## config.mk

```make
export PLATFORM = sky130hd
export DESIGN_NAME = fsc_command_control
export DESIGN_NICKNAME = d
export VERILOG_FILES = /design/src/shared/fsc_pkg.sv /design/src/logic/fsc_command_control.sv /design/src/logic/fsc_crc8.sv
export SDC_FILE = /design/constraint.sdc
export NUM_CORES = 1
export LEC_CHECK = 0
export BUFFER_PORTS_ARGS = -buffer_cell sky130_fd_sc_hd__buf_4
export CAP_MARGIN = 15
export CORE_AREA = 2 2 108 110
export DETAILED_ROUTE_END_ITERATION = 8
export DIE_AREA = 0 0 110 112
export GPL_TIMING_DRIVEN = 1
export PLACE_DENSITY = 0.68
export SLEW_MARGIN = 25
export SYNTH_ARGS = -nofsm -noshare
export SYNTH_HDL_FRONTEND = slang
export SYNTH_HIERARCHICAL = 1
export SYNTH_SLANG_ARGS = --single-unit
```

## constraint.sdc

```tcl
create_clock -name ref_clk -period 4.8 [get_ports ref_clk]
set_clock_uncertainty 0.1 [all_clocks]
set_input_delay 0.48 -clock ref_clk [delete_from_list [all_inputs] [get_ports ref_clk]]
set_output_delay 0.48 -clock ref_clk [all_outputs]
set_load 0.01 [all_outputs]
```

## src/shared/fsc_pkg.sv

```systemverilog
// constants shared by the flow sensor command control block
`default_nettype none
package fsc_pkg;

   // clock
   localparam int CLK_HZ = 10_000_000;

   // command words and single-byte codes
   localparam logic [15:0] CMD_START_MEAS = 16'h3603;
   localparam logic [15:0] CMD_AVG_CFG = 16'h366a;
   localparam logic [15:0] CMD_READ_CONST = 16'h3661;
   localparam logic [15:0] CMD_SLEEP = 16'h3677;
   localparam logic [7:0] GC_RESET_BYTE = 8'h06;
   localparam logic [7:0] WAKE_BYTE = 8'h00;

   // frame lengths in data bytes
   localparam logic [2:0] LEN_CMD = 3'h2;
   localparam logic [2:0] LEN_CMD_ARG = 3'h5;
   localparam logic [2:0] LEN_SHORT = 3'h1;

   // checksum
   localparam logic [7:0] CRC_POLY = 8'h31;
   localparam logic [7:0] CRC_INIT = 8'hff;

   // averaging
   localparam logic [7:0] AVG_DEFAULT = 8'h02;
   localparam logic [7:0] AVG_MAX = 8'h80;

   // conversion constants answer
   localparam logic [15:0] FLOW_UNIT = 16'h0148;
   localparam logic [15:0] SCALE_DEFAULT = 16'h0078;
   localparam logic [15:0] OFFSET_DEFAULT = 16'h0000;
   localparam logic [3:0] CONST_BYTES = 4'h9;

   // timing, longest times rounded down to whole cycles
   localparam longint STOP_SETTLE_NS = 500_000;
   localparam longint SOFT_RESET_NS = 2_000_000;
   localparam longint WAKE_NS = 2_000_000;
   localparam int STOP_SETTLE_CYC = int'(STOP_SETTLE_NS * CLK_HZ / 1_000_000_000);
   localparam int SOFT_RESET_CYC = int'(SOFT_RESET_NS * CLK_HZ / 1_000_000_000);
   localparam int WAKE_CYC = int'(WAKE_NS * CLK_HZ / 1_000_000_000);
   localparam int CNT_W = 16;

   typedef enum logic [2:0]
   {
      FSC_IDLE = 3'b000,
      FSC_MEASURE = 3'b001,
      FSC_STOPPING = 3'b010,
      FSC_RESETTING = 3'b011,
      FSC_SLEEP = 3'b100,
      FSC_WAKING = 3'b101
   } fsc_state_t;

endpackage
`default_nettype wire

```

## src/logic/fsc_command_control.sv

```systemverilog
// command interpreter and operating-state control of the flow sensor target
`timescale 1ns/1ps
`default_nettype none
module fsc_command_control
   import fsc_pkg::*;
#(
   parameter logic [15:0] STOP_CODE = 16'h3600, // arbitrary default, set at build time
   parameter int STOP_CYCLES = STOP_SETTLE_CYC,
   parameter int RESET_CYCLES = SOFT_RESET_CYC,
   parameter int WAKE_CYCLES = WAKE_CYC,
   parameter logic [15:0] SCALE_FACTOR = SCALE_DEFAULT,
   parameter logic [15:0] FLOW_OFFSET = OFFSET_DEFAULT
)
(
   input wire logic ref_clk,
   input wire logic reset,
   input wire logic hdr_valid,
   input wire logic hdr_read,
   input wire logic hdr_general_call,
   input wire logic wr_byte_valid,
   input wire logic [7:0] wr_byte,
   input wire logic stop_seen,
   input wire logic rd_byte_req,
   output logic addr_ack_en,
   output logic [7:0] rd_byte,
   output logic rd_byte_valid,
   output logic rd_nack,
   output logic heater_on,
   output logic meas_start,
   output logic avg_until_read,
   output logic [7:0] avg_count,
   output logic [2:0] op_state,
   output logic cmd_reject
);

   localparam logic [CNT_W-1:0] STOP_LOAD = CNT_W'(STOP_CYCLES - 1);
   localparam logic [CNT_W-1:0] RESET_LOAD = CNT_W'(RESET_CYCLES - 1);
   localparam logic [CNT_W-1:0] WAKE_LOAD = CNT_W'(WAKE_CYCLES - 1);

   fsc_state_t state, next_state;
   logic [CNT_W-1:0] cnt, next_cnt;
   logic [7:0] buf_q [0:4];
   logic [7:0] next_buf [0:4];
   logic [2:0] nbytes, next_nbytes;
   logic overflow, next_overflow;
   logic xfer_gc, next_xfer_gc;
   logic xfer_wr, next_xfer_wr;
   logic const_ready, next_const_ready;
   logic [3:0] rd_ptr, next_rd_ptr;
   logic [1:0] rd_word, next_rd_word;
   logic [1:0] rd_phase, next_rd_phase;
   logic next_addr_ack_en;
   logic [7:0] next_rd_byte;
   logic next_rd_byte_valid;
   logic next_rd_nack;
   logic next_heater_on;
   logic next_meas_start;
   logic next_avg_until_read;
   logic [7:0] next_avg_count;
   logic next_cmd_reject;

   logic [15:0] cmd_word;
   logic [15:0] arg_word;
   logic [7:0] arg_crc;
   logic [15:0] out_word;
   logic [7:0] out_crc;
   logic arg_ok;

   assign cmd_word = {buf_q[0], buf_q[1]};
   assign arg_word = {buf_q[2], buf_q[3]};
   assign arg_ok = (arg_crc == buf_q[4]);

   fsc_crc8 u_arg_crc
   (
      .data(arg_word),
      .crc(arg_crc)
   );

   // answer words in fixed order: scale, offset, unit
   always_comb
   begin
      case (rd_word)
         2'h0: out_word = SCALE_FACTOR;
         2'h1: out_word = FLOW_OFFSET;
         default: out_word = FLOW_UNIT;
      endcase
   end

   fsc_crc8 u_out_crc
   (
      .data(out_word),
      .crc(out_crc)
   );

   always_comb
   begin
      next_state = state;
      next_cnt = cnt;
      for (int i = 0; i < 5; i++)
         next_buf[i] = buf_q[i];
      next_nbytes = nbytes;
      next_overflow = overflow;
      next_xfer_gc = xfer_gc;
      next_xfer_wr = xfer_wr;
      next_const_ready = const_ready;
      next_rd_ptr = rd_ptr;
      next_rd_word = rd_word;
      next_rd_phase = rd_phase;
      next_rd_byte = rd_byte;
      next_rd_byte_valid = 1'b0;
      next_rd_nack = 1'b0;
      next_meas_start = 1'b0;
      next_avg_until_read = avg_until_read;
      next_avg_count = avg_count;
      next_cmd_reject = 1'b0;

      // transfer framing
      if (hdr_valid)
      begin
         next_nbytes = 3'h0;
         next_overflow = 1'b0;
         next_xfer_gc = hdr_general_call;
         next_xfer_wr = !hdr_read;
         next_rd_ptr = 4'h0;
         next_rd_word = 2'h0;
         next_rd_phase = 2'h0;
      end
      else if (wr_byte_valid && xfer_wr)
      begin
         if (nbytes < LEN_CMD_ARG)
         begin
            next_buf[nbytes] = wr_byte;
            next_nbytes = nbytes + 3'h1;
         end
         else
            next_overflow = 1'b1;
      end

      // read side: only the conversion constants are served here
      if (rd_byte_req)
      begin
         if (const_ready && state == FSC_IDLE && rd_ptr < CONST_BYTES)
         begin
            case (rd_phase)
               2'h0: next_rd_byte = out_word[15:8];
               2'h1: next_rd_byte = out_word[7:0];
               default: next_rd_byte = out_crc;
            endcase
            next_rd_byte_valid = 1'b1;
            next_rd_ptr = rd_ptr + 4'h1;
            if (rd_phase == 2'h2)
            begin
               next_rd_phase = 2'h0;
               next_rd_word = rd_word + 2'h1;
            end
            else
               next_rd_phase = rd_phase + 2'h1;
         end
         else
            next_rd_nack = 1'b1;
      end

      // settle counters run outside the command path
      if (state == FSC_STOPPING || state == FSC_RESETTING || state == FSC_WAKING)
      begin
         if (cnt == '0)
            next_state = FSC_IDLE;
         else
            next_cnt = cnt - CNT_W'(1);
      end

      // commands execute at the end of a write transfer
      if (stop_seen && xfer_wr && !hdr_valid)
      begin
         case (state)
            FSC_SLEEP:
            begin
               // general call is left alone here: the sleep circuit cannot reset
               if (!xfer_gc && nbytes == LEN_SHORT && buf_q[0] == WAKE_BYTE && !overflow)
               begin
                  next_state = FSC_WAKING;
                  next_cnt = WAKE_LOAD;
               end
            end
            FSC_IDLE, FSC_MEASURE:
            begin
               if (xfer_gc)
               begin
                  if (nbytes == LEN_SHORT && buf_q[0] == GC_RESET_BYTE && !overflow)
                  begin
                     next_state = FSC_RESETTING;
                     next_cnt = RESET_LOAD;
                     next_avg_until_read = 1'b0;
                     next_avg_count = AVG_DEFAULT;
                     next_const_ready = 1'b0;
                  end
               end
               else if (nbytes != 3'h0)
               begin
                  next_const_ready = 1'b0;
                  if (overflow || (nbytes != LEN_CMD && nbytes != LEN_CMD_ARG)
                      || (nbytes == LEN_CMD_ARG && !arg_ok))
                     next_cmd_reject = 1'b1;
                  else if (cmd_word == STOP_CODE)
                  begin
                     next_state = FSC_STOPPING;
                     next_cnt = STOP_LOAD;
                  end
                  else if (state == FSC_MEASURE)
                     next_cmd_reject = 1'b1;
                  else if (cmd_word == CMD_START_MEAS)
                  begin
                     next_state = FSC_MEASURE;
                     next_meas_start = 1'b1;
                  end
                  else if (cmd_word == CMD_AVG_CFG && nbytes == LEN_CMD_ARG)
                  begin
                     // lower byte path enough: any high byte set means above the limit
                     if (arg_word == 16'h0000)
                     begin
                        next_avg_until_read = 1'b1;
                        next_avg_count = 8'h00;
                     end
                     else if (arg_word > {8'h00, AVG_MAX})
                     begin
                        next_avg_until_read = 1'b0;
                        next_avg_count = AVG_MAX;
                     end
                     else
                     begin
                        next_avg_until_read = 1'b0;
                        next_avg_count = arg_word[7:0];
                     end
                  end
                  else if (cmd_word == CMD_READ_CONST && nbytes == LEN_CMD_ARG
                           && arg_word == CMD_START_MEAS)
                     next_const_ready = 1'b1;
                  else if (cmd_word == CMD_SLEEP && nbytes == LEN_CMD)
                     next_state = FSC_SLEEP;
                  else
                     next_cmd_reject = 1'b1;
               end
            end
            default:
            begin
               next_state = state;
            end
         endcase
      end

      next_heater_on = (next_state == FSC_MEASURE);
      next_addr_ack_en = (next_state == FSC_IDLE || next_state == FSC_MEASURE);
   end

   always_ff @(posedge ref_clk)
   begin
      if (reset)
      begin
         state <= FSC_IDLE;
         cnt <= '0;
         for (int i = 0; i < 5; i++)
            buf_q[i] <= 8'h00;
         nbytes <= 3'h0;
         overflow <= 1'b0;
         xfer_gc <= 1'b0;
         xfer_wr <= 1'b0;
         const_ready <= 1'b0;
         rd_ptr <= 4'h0;
         rd_word <= 2'h0;
         rd_phase <= 2'h0;
         addr_ack_en <= 1'b1;
         rd_byte <= 8'h00;
         rd_byte_valid <= 1'b0;
         rd_nack <= 1'b0;
         heater_on <= 1'b0;
         meas_start <= 1'b0;
         avg_until_read <= 1'b0;
         avg_count <= AVG_DEFAULT;
         op_state <= 3'b000;
         cmd_reject <= 1'b0;
      end
      else
      begin
         state <= next_state;
         cnt <= next_cnt;
         for (int i = 0; i < 5; i++)
            buf_q[i] <= next_buf[i];
         nbytes <= next_nbytes;
         overflow <= next_overflow;
         xfer_gc <= next_xfer_gc;
         xfer_wr <= next_xfer_wr;
         const_ready <= next_const_ready;
         rd_ptr <= next_rd_ptr;
         rd_word <= next_rd_word;
         rd_phase <= next_rd_phase;
         addr_ack_en <= next_addr_ack_en;
         rd_byte <= next_rd_byte;
         rd_byte_valid <= next_rd_byte_valid;
         rd_nack <= next_rd_nack;
         heater_on <= next_heater_on;
         meas_start <= next_meas_start;
         avg_until_read <= next_avg_until_read;
         avg_count <= next_avg_count;
         op_state <= next_state;
         cmd_reject <= next_cmd_reject;
      end
   end

endmodule // fsc_command_control
`default_nettype wire

```

## src/logic/fsc_crc8.sv

```systemverilog
// crc-8 over one 16-bit word, msb first
`timescale 1ns/1ps
`default_nettype none
module fsc_crc8
   import fsc_pkg::*;
(
   input wire logic [15:0] data,
   output logic [7:0] crc
);

   always_comb
   begin
      logic [7:0] c;
      c = CRC_INIT;
      for (int i = 15; i >= 0; i--)
      begin
         if (c[7] ^ data[i])
            c = {c[6:0], 1'b0} ^ CRC_POLY;
         else
            c = {c[6:0], 1'b0};
      end
      crc = c;
   end

endmodule // fsc_crc8
`default_nettype wire

```

---- Word-level counts from Yosys, hierarchy flattened ----
Memory sizes are Yosys's and may differ from the RTL's.
Cells that the tools add are included.
storage, ports and cells
  RAM bits ................................ 40
  logic and storage cells ................. 296
  bits of input ports ..................... 16
  memories kept ........................... 1
  latch bits .............................. 0
  output and inout bits ................... 26
  ROM bits ................................ 0
  bits in registers ....................... 57
cells by class
  reduce and logical (&&, ||, !) cells .... 47
  div/mod/pow operators ................... 0
  shift operators ......................... 0
  mux-type cells .......................... 121
  bitwise logic cells ..................... 71
  $add $sub $neg .......................... 5
  order comparisons ....................... 5
  equal/unequal tests ..................... 27
  multiply operators ...................... 0
memories
  memory  depth  width  read ports  clocked after Yosys merged registers in  wr ports  RTL line                   RTL
  buf_q   5      8      5           0                                        5         fsc_command_control.sv:42  logic [7:0] buf_q [0:4];
operators with widths
  cell                                                                   number
  6-bit 2-to-1 mux                                                       32
  16-bit 2-to-1 mux                                                      9
  8-bit 2-to-1 mux                                                       16
  40-bit 2-to-1 mux                                                      3
  16-bit by 14-bit == test with 1-bit output, second input constant      6
  3-bit inverter                                                         30
  3-bit 2-to-1 mux                                                       14
  40-bit bitwise mux                                                     1
  16-bit logical NOT                                                     2
  16-bit one-hot mux with 2 select lines                                 1
  1-bit 2-to-1 mux                                                       30
  8-bit demux with 3-bit select                                          1
  1-bit XOR                                                              22
  9-bit one-hot mux with 2 select lines                                  1
  1-bit logical AND                                                      17
  16-bit by 8-bit > comparator with 1-bit output, second input constant  1
  2-bit 2-to-1 mux                                                       8
  8-bit one-hot mux with 2 select lines                                  1
  16-bit by 1-bit subtractor with 16-bit output, second input constant   1
  4-bit 2-to-1 mux                                                       3
  3-bit by 1-bit == test with 1-bit output, second input constant        3
  3-bit by 2-bit == test with 1-bit output, second input constant        3
  3-bit == test, second input constant                                   3
  9-bit AND reduction                                                    1
  other kinds (34)                                                       67

---- Longest topological paths before layout ----
An unclocked memory read counts as a cell.
  word-level depth ........................ 43
  gate-level depth with buffers ........... 10
  gate-level depth less buffers ........... 10

---- Modules after synthesis ----
The synthesis kept the hierarchy.
by module, submodules not included
  module               cells each  seq. area each (um^2)  instances  area an instance (um^2)
  fsc_command_control  538         1941.9                 1          4743.3
  fsc_crc8             34          0.0                    2          382.9

---- Least setup slack after synthesis ----
Ideal clock, no wire load.
  kind .................................... register to register
  start ................................... mem buf_q[2][7] (netlist: buf_q[0][23])
  end ..................................... reg avg_count[4]
  setup slack ............................. 1.297 ns
  required time ........................... 4.583 ns
  period minus slack after synthesis ...... 3.503 ns
  library setup time ...................... 0.117 ns
  arrival ................................. 3.286 ns
  path buffers ............................ 0
  stages on the path, launching flop included .. 11
  cell sequence ........................... dfxtp_1 -> xnor2_2 -> xor3_2 -> xnor3_2 -> xor2_1 -> xor2_1 -> or4_1 -> or3_1 -> a211oi_1 -> o22ai_2 -> a22o_1
RTL lines
  what                    RTL line                    RTL
  start: declaration      fsc_command_control.sv:42
  end signal: assignment  fsc_command_control.sv:303  avg_count <= next_avg_count;
  end: declaration        fsc_command_control.sv:31   output logic [7:0] avg_count,

==> key figures <==
Power
  • P_sw: about 400 uW
  • Clock network fraction of total power: 42.8%
  • Internal cell power: between 1000 and 1500 uW
  • Combinational share of power: 9.9%
  • Leakage: around 0.0027 uW
  • Pwr dens: between 200 and 300 nW/um2
  • Switching Fraction: 23.12%
  • Sequential power share: 47.2%
  • Peak supply drop: 248.6 uV

Synthesis
  • Post-synth EDFFs: 0
  • Asr flop ratio synth: 0%
  • Ys flop type: dfxtp_1
  • Synthesis Warnings: 6
  • Post-Synthesis Cells: 606
  • Synth Area per Inst: 9.091 um2
  • Synth Register Bits: 97
  • Post-synthesis simple-gate area fraction: approximately 23%
  • Syn Std Cell Area: approximately 5500 um2
  • Synth Area in XOR/XNOR: 17.87%
  • Cell variety after synth: 84
  • Largest family of logic cells by synthesized area: simple AND/OR/NAND/NOR gates
  • Synth Area in Compound Gates: 10.54%
  • Sequential fraction of the synthesis area: 35.25%
  • Mux contribution to synthesized area: 8.199%
  • Adder and majority cell fraction of the synthesized area: under 10%

Critical path
  • Setup Crit Path Kind: reg2reg
  • Critical Path Max Stage Delay: around 0.48 ns
  • CP max FO: 8
  • Critical Path RT: 4.94 ns
  • Reg-to-reg startpoint: buf_q[0][23]$_SDFFE_PP0P_
  • CP cell instances: xnor2_2 > xor3_2 > xnor3_2 > xor2_1 > xor2_1 > or4_1 > or3_1 > a211oi_1 > o22ai_2 > a22o_1
  • FF-to-FF setup slack: 0.97 ns
  • Reg-to-reg endpoint: avg_count[4]$_SDFFE_PP0P_
  • Critical Path Slowest Stage Cell: dfxtp_1
  • Crit. End Element: flip-flop
  • FF-to-FF path depth: 10
  • CP Launch Type: flip-flop
  • CP dominant cell by count: xor2_1
  • Worst Path Arrival: 3.97 ns

Status
  • Status: complete, no violations

Placement
  • Hpwl dp: 9772 um
  • IO Port Bufs: 41
  • Post-placement cell count: 789
  • DP Area: 5976 um2
  • RD Place Congestion: 0.9170

Layout
  • Leading cell types in the layout, fill and taps excluded: dfxtp_1 (97), nor2_1 (90), xnor2_1 (64), mux2i_1 (44), buf_4 (41)
  • Post-route cell area: about 6300 um2
  • Commonest non-fill, non-tap cell in the layout: dfxtp_1
  • Layout Cells excl Fill: ~800
  • # diodes: 0
  • Layout Area Growth over Synthesis: 14.06%
  • Nets: 682
  • Fillers: 980
  • Layout cells sized above 1: between 10% and 20%
  • Final core occ: 56.23%

Floorplan
  • Num ports: between 40 and 50
  • Die ar.: between 10000 and 15000 um2
  • Die Width: 110 um
  • Core area: 11170 um2
  • Initial Utilization: 49.30%
  • Row cnt: 39
  • Die Height: 112 um

Routing
  • Via count: 4496
  • DR iter-0 viols: 322
  • DRC errors left: 0
  • Routed WL: 13150 um
  • 1st-pass router iterations: 5
  • Final ANT Viol Nets: 0
  • WL/cell: 16.33 um
  • Vias per inst: around 5.6

STA
  • F_max: ~260 MHz
  • Finish-stage setup viols: 0
  • Fin. max-slew vios: 0
  • Final Critical Period: 3.831 ns
  • Worst Tran Pin Value: between 0.8 and 0.9 ns
  • Rel. slew slack: between 40 and 50%
  • Setup tns final: 0 ns
  • RSZ-0062 raised after global routing: no
  • Hold Violations, Final: 0
  • Fin crit share: 79.81%

Flow run
  • Max_cap viols: 0

Min path
  • Hold Path Cell Cnt: 2
  • Hold Path Origin: hdr_read
  • Hold crit path type: in2reg
  • Worst Hold Path EP: xfer_wr$_SDFFE_PP0P_

Global route
  • Grt met1 use: about a third
  • Met2 GRT Util: between 30% and 40%
  • GRT Total Usage: 22.60%
  • Met3 usage: ~3.9%
  • First-pass GRT wire length: around 22000 um
  • Largest net degree at the start of global routing: 80
  • Number of global-route vias before repair: 4284
  • Global route overflow: 0
  • Global routing's busiest layer: met2
  • Initial antenna violation count: 0

Clock network
  • CTS HTree Levels: 3
  • Num CTS Buffers: 9
  • Postcts setup bufs: 0
  • Later-pin clock latency in the skew report: 0.35 ns
  • CTS root buffer: clkbuf_16
  • Cts repair resizes: 0
  • Clk buf depth: 2
  • Sink Count: 97
  • Hold buffers post-CTS: 0
  • CTS tree: done
  • Clk pin slew, worst setup/hold paths: 0.06 ns
-- layout make-up --
class | instances | area, um2 | area share [%]
Clock inverter | 4 | 51.30 | 0.8164
Timing Repair Buffer | 41 | 307.8 | 4.898
Clock buffer | 12 | 256.5 | 4.082
Sequential cell | 97 | 1942 | 30.90
Tap cell | 143 | 178.9 | 2.847
Multi-Input combinational cell | 490 | 3480 | 55.38
Inverter | 18 | 67.56 | 1.075
-- power by group through the flow --
stage	Combinational, uW	Clock (uW)	Sequential [uW]
2_1_floorplan	131	0	830
3_3_place_gp	165	0	832
3_5_place_dp	166	0	832
4_1_cts	168	751	814
5_1_grt	185	782	814
6_report	171	738	814
-- through the flow --
step                total power, uW  setup WS (ns)  hold slack [ns]
floorplan                     961.4          1.297           0.3298
global placement              996.9          1.104           0.3412
detailed placement            998.1         0.9723           0.3516
CTS                            1732         0.9532           0.2125
global route                   1781         0.8182           0.2074
finish                         1723         0.9691           0.2182
-- synth_stat cells, types with 11 or more instances --
library cell | n | area (um2)
nor2_1 | 90 | 337.8
clkbuf_1 | 11 | 41.29
a21oi_1 | 25 | 125.1
xor2_1 | 17 | 148.9
mux2i_1 | 44 | 440.4
nand2_1 | 34 | 127.6
nor3_1 | 29 | 145.1
xnor2_1 | 64 | 560.5
dfxtp_1 | 97 | 1942
nand3_1 | 16 | 80.08
inv_1 | 16 | 60.06
-- registers in the layout, indices dropped and copies added (netlist names), 2 cells and up --
name and flops:
cnt 16, avg_count 8, nbytes 3, rd_word 2, rd_byte 8, buf_q 40, state 3, rd_ptr 4
rd_phase 2
-- worst max-delay path by stage --
stage,from,end,slack (ns),cells after the start
final,buf_q[0][23]$_SDFFE_PP0P_,avg_count[4]$_SDFFE_PP0P_,0.97,10
after global routing,buf_q[0][23]$_SDFFE_PP0P_,avg_count[4]$_SDFFE_PP0P_,0.82,10
after CTS,buf_q[0][23]$_SDFFE_PP0P_,avg_count[4]$_SDFFE_PP0P_,0.95,10
after detailed placement,buf_q[0][23]$_SDFFE_PP0P_,avg_count[4]$_SDFFE_PP0P_,0.97,10
after global placement,buf_q[0][23]$_SDFFE_PP0P_,avg_count[6]$_SDFFE_PP0P_,1.10,10
after floorplan,buf_q[0][23]$_SDFFE_PP0P_,avg_count[4]$_SDFFE_PP0P_,1.30,10
-- kinds of logic after synthesis --
logic type | Yosys count
AND/OR/NAND/NOR | 244
buffers and inverters | 37
XOR/XNOR | 93
adder cells (fa/ha/maj) | 9
AO/OA/AOI/OAI | 80
multiplexers | 45
flip-flops | 97
other | 1
-- routing by layer --
layer  up-vias  share of wire (%)
met5         -                  0
met4         0                2.3
met3        29                3.7
met2       105                 46
met1      2136                 48
li1       2226                  -
-- critical path, delay by kind of cell, from the launching register on --
family,cells,cell delay [ns]
AO/OA/AOI/OAI,3,0.88
XOR/XNOR,5,1.40
flip-flops,1,0.48
AND/OR/NAND/NOR,2,0.85
Power figures use the tool's default switching activity.
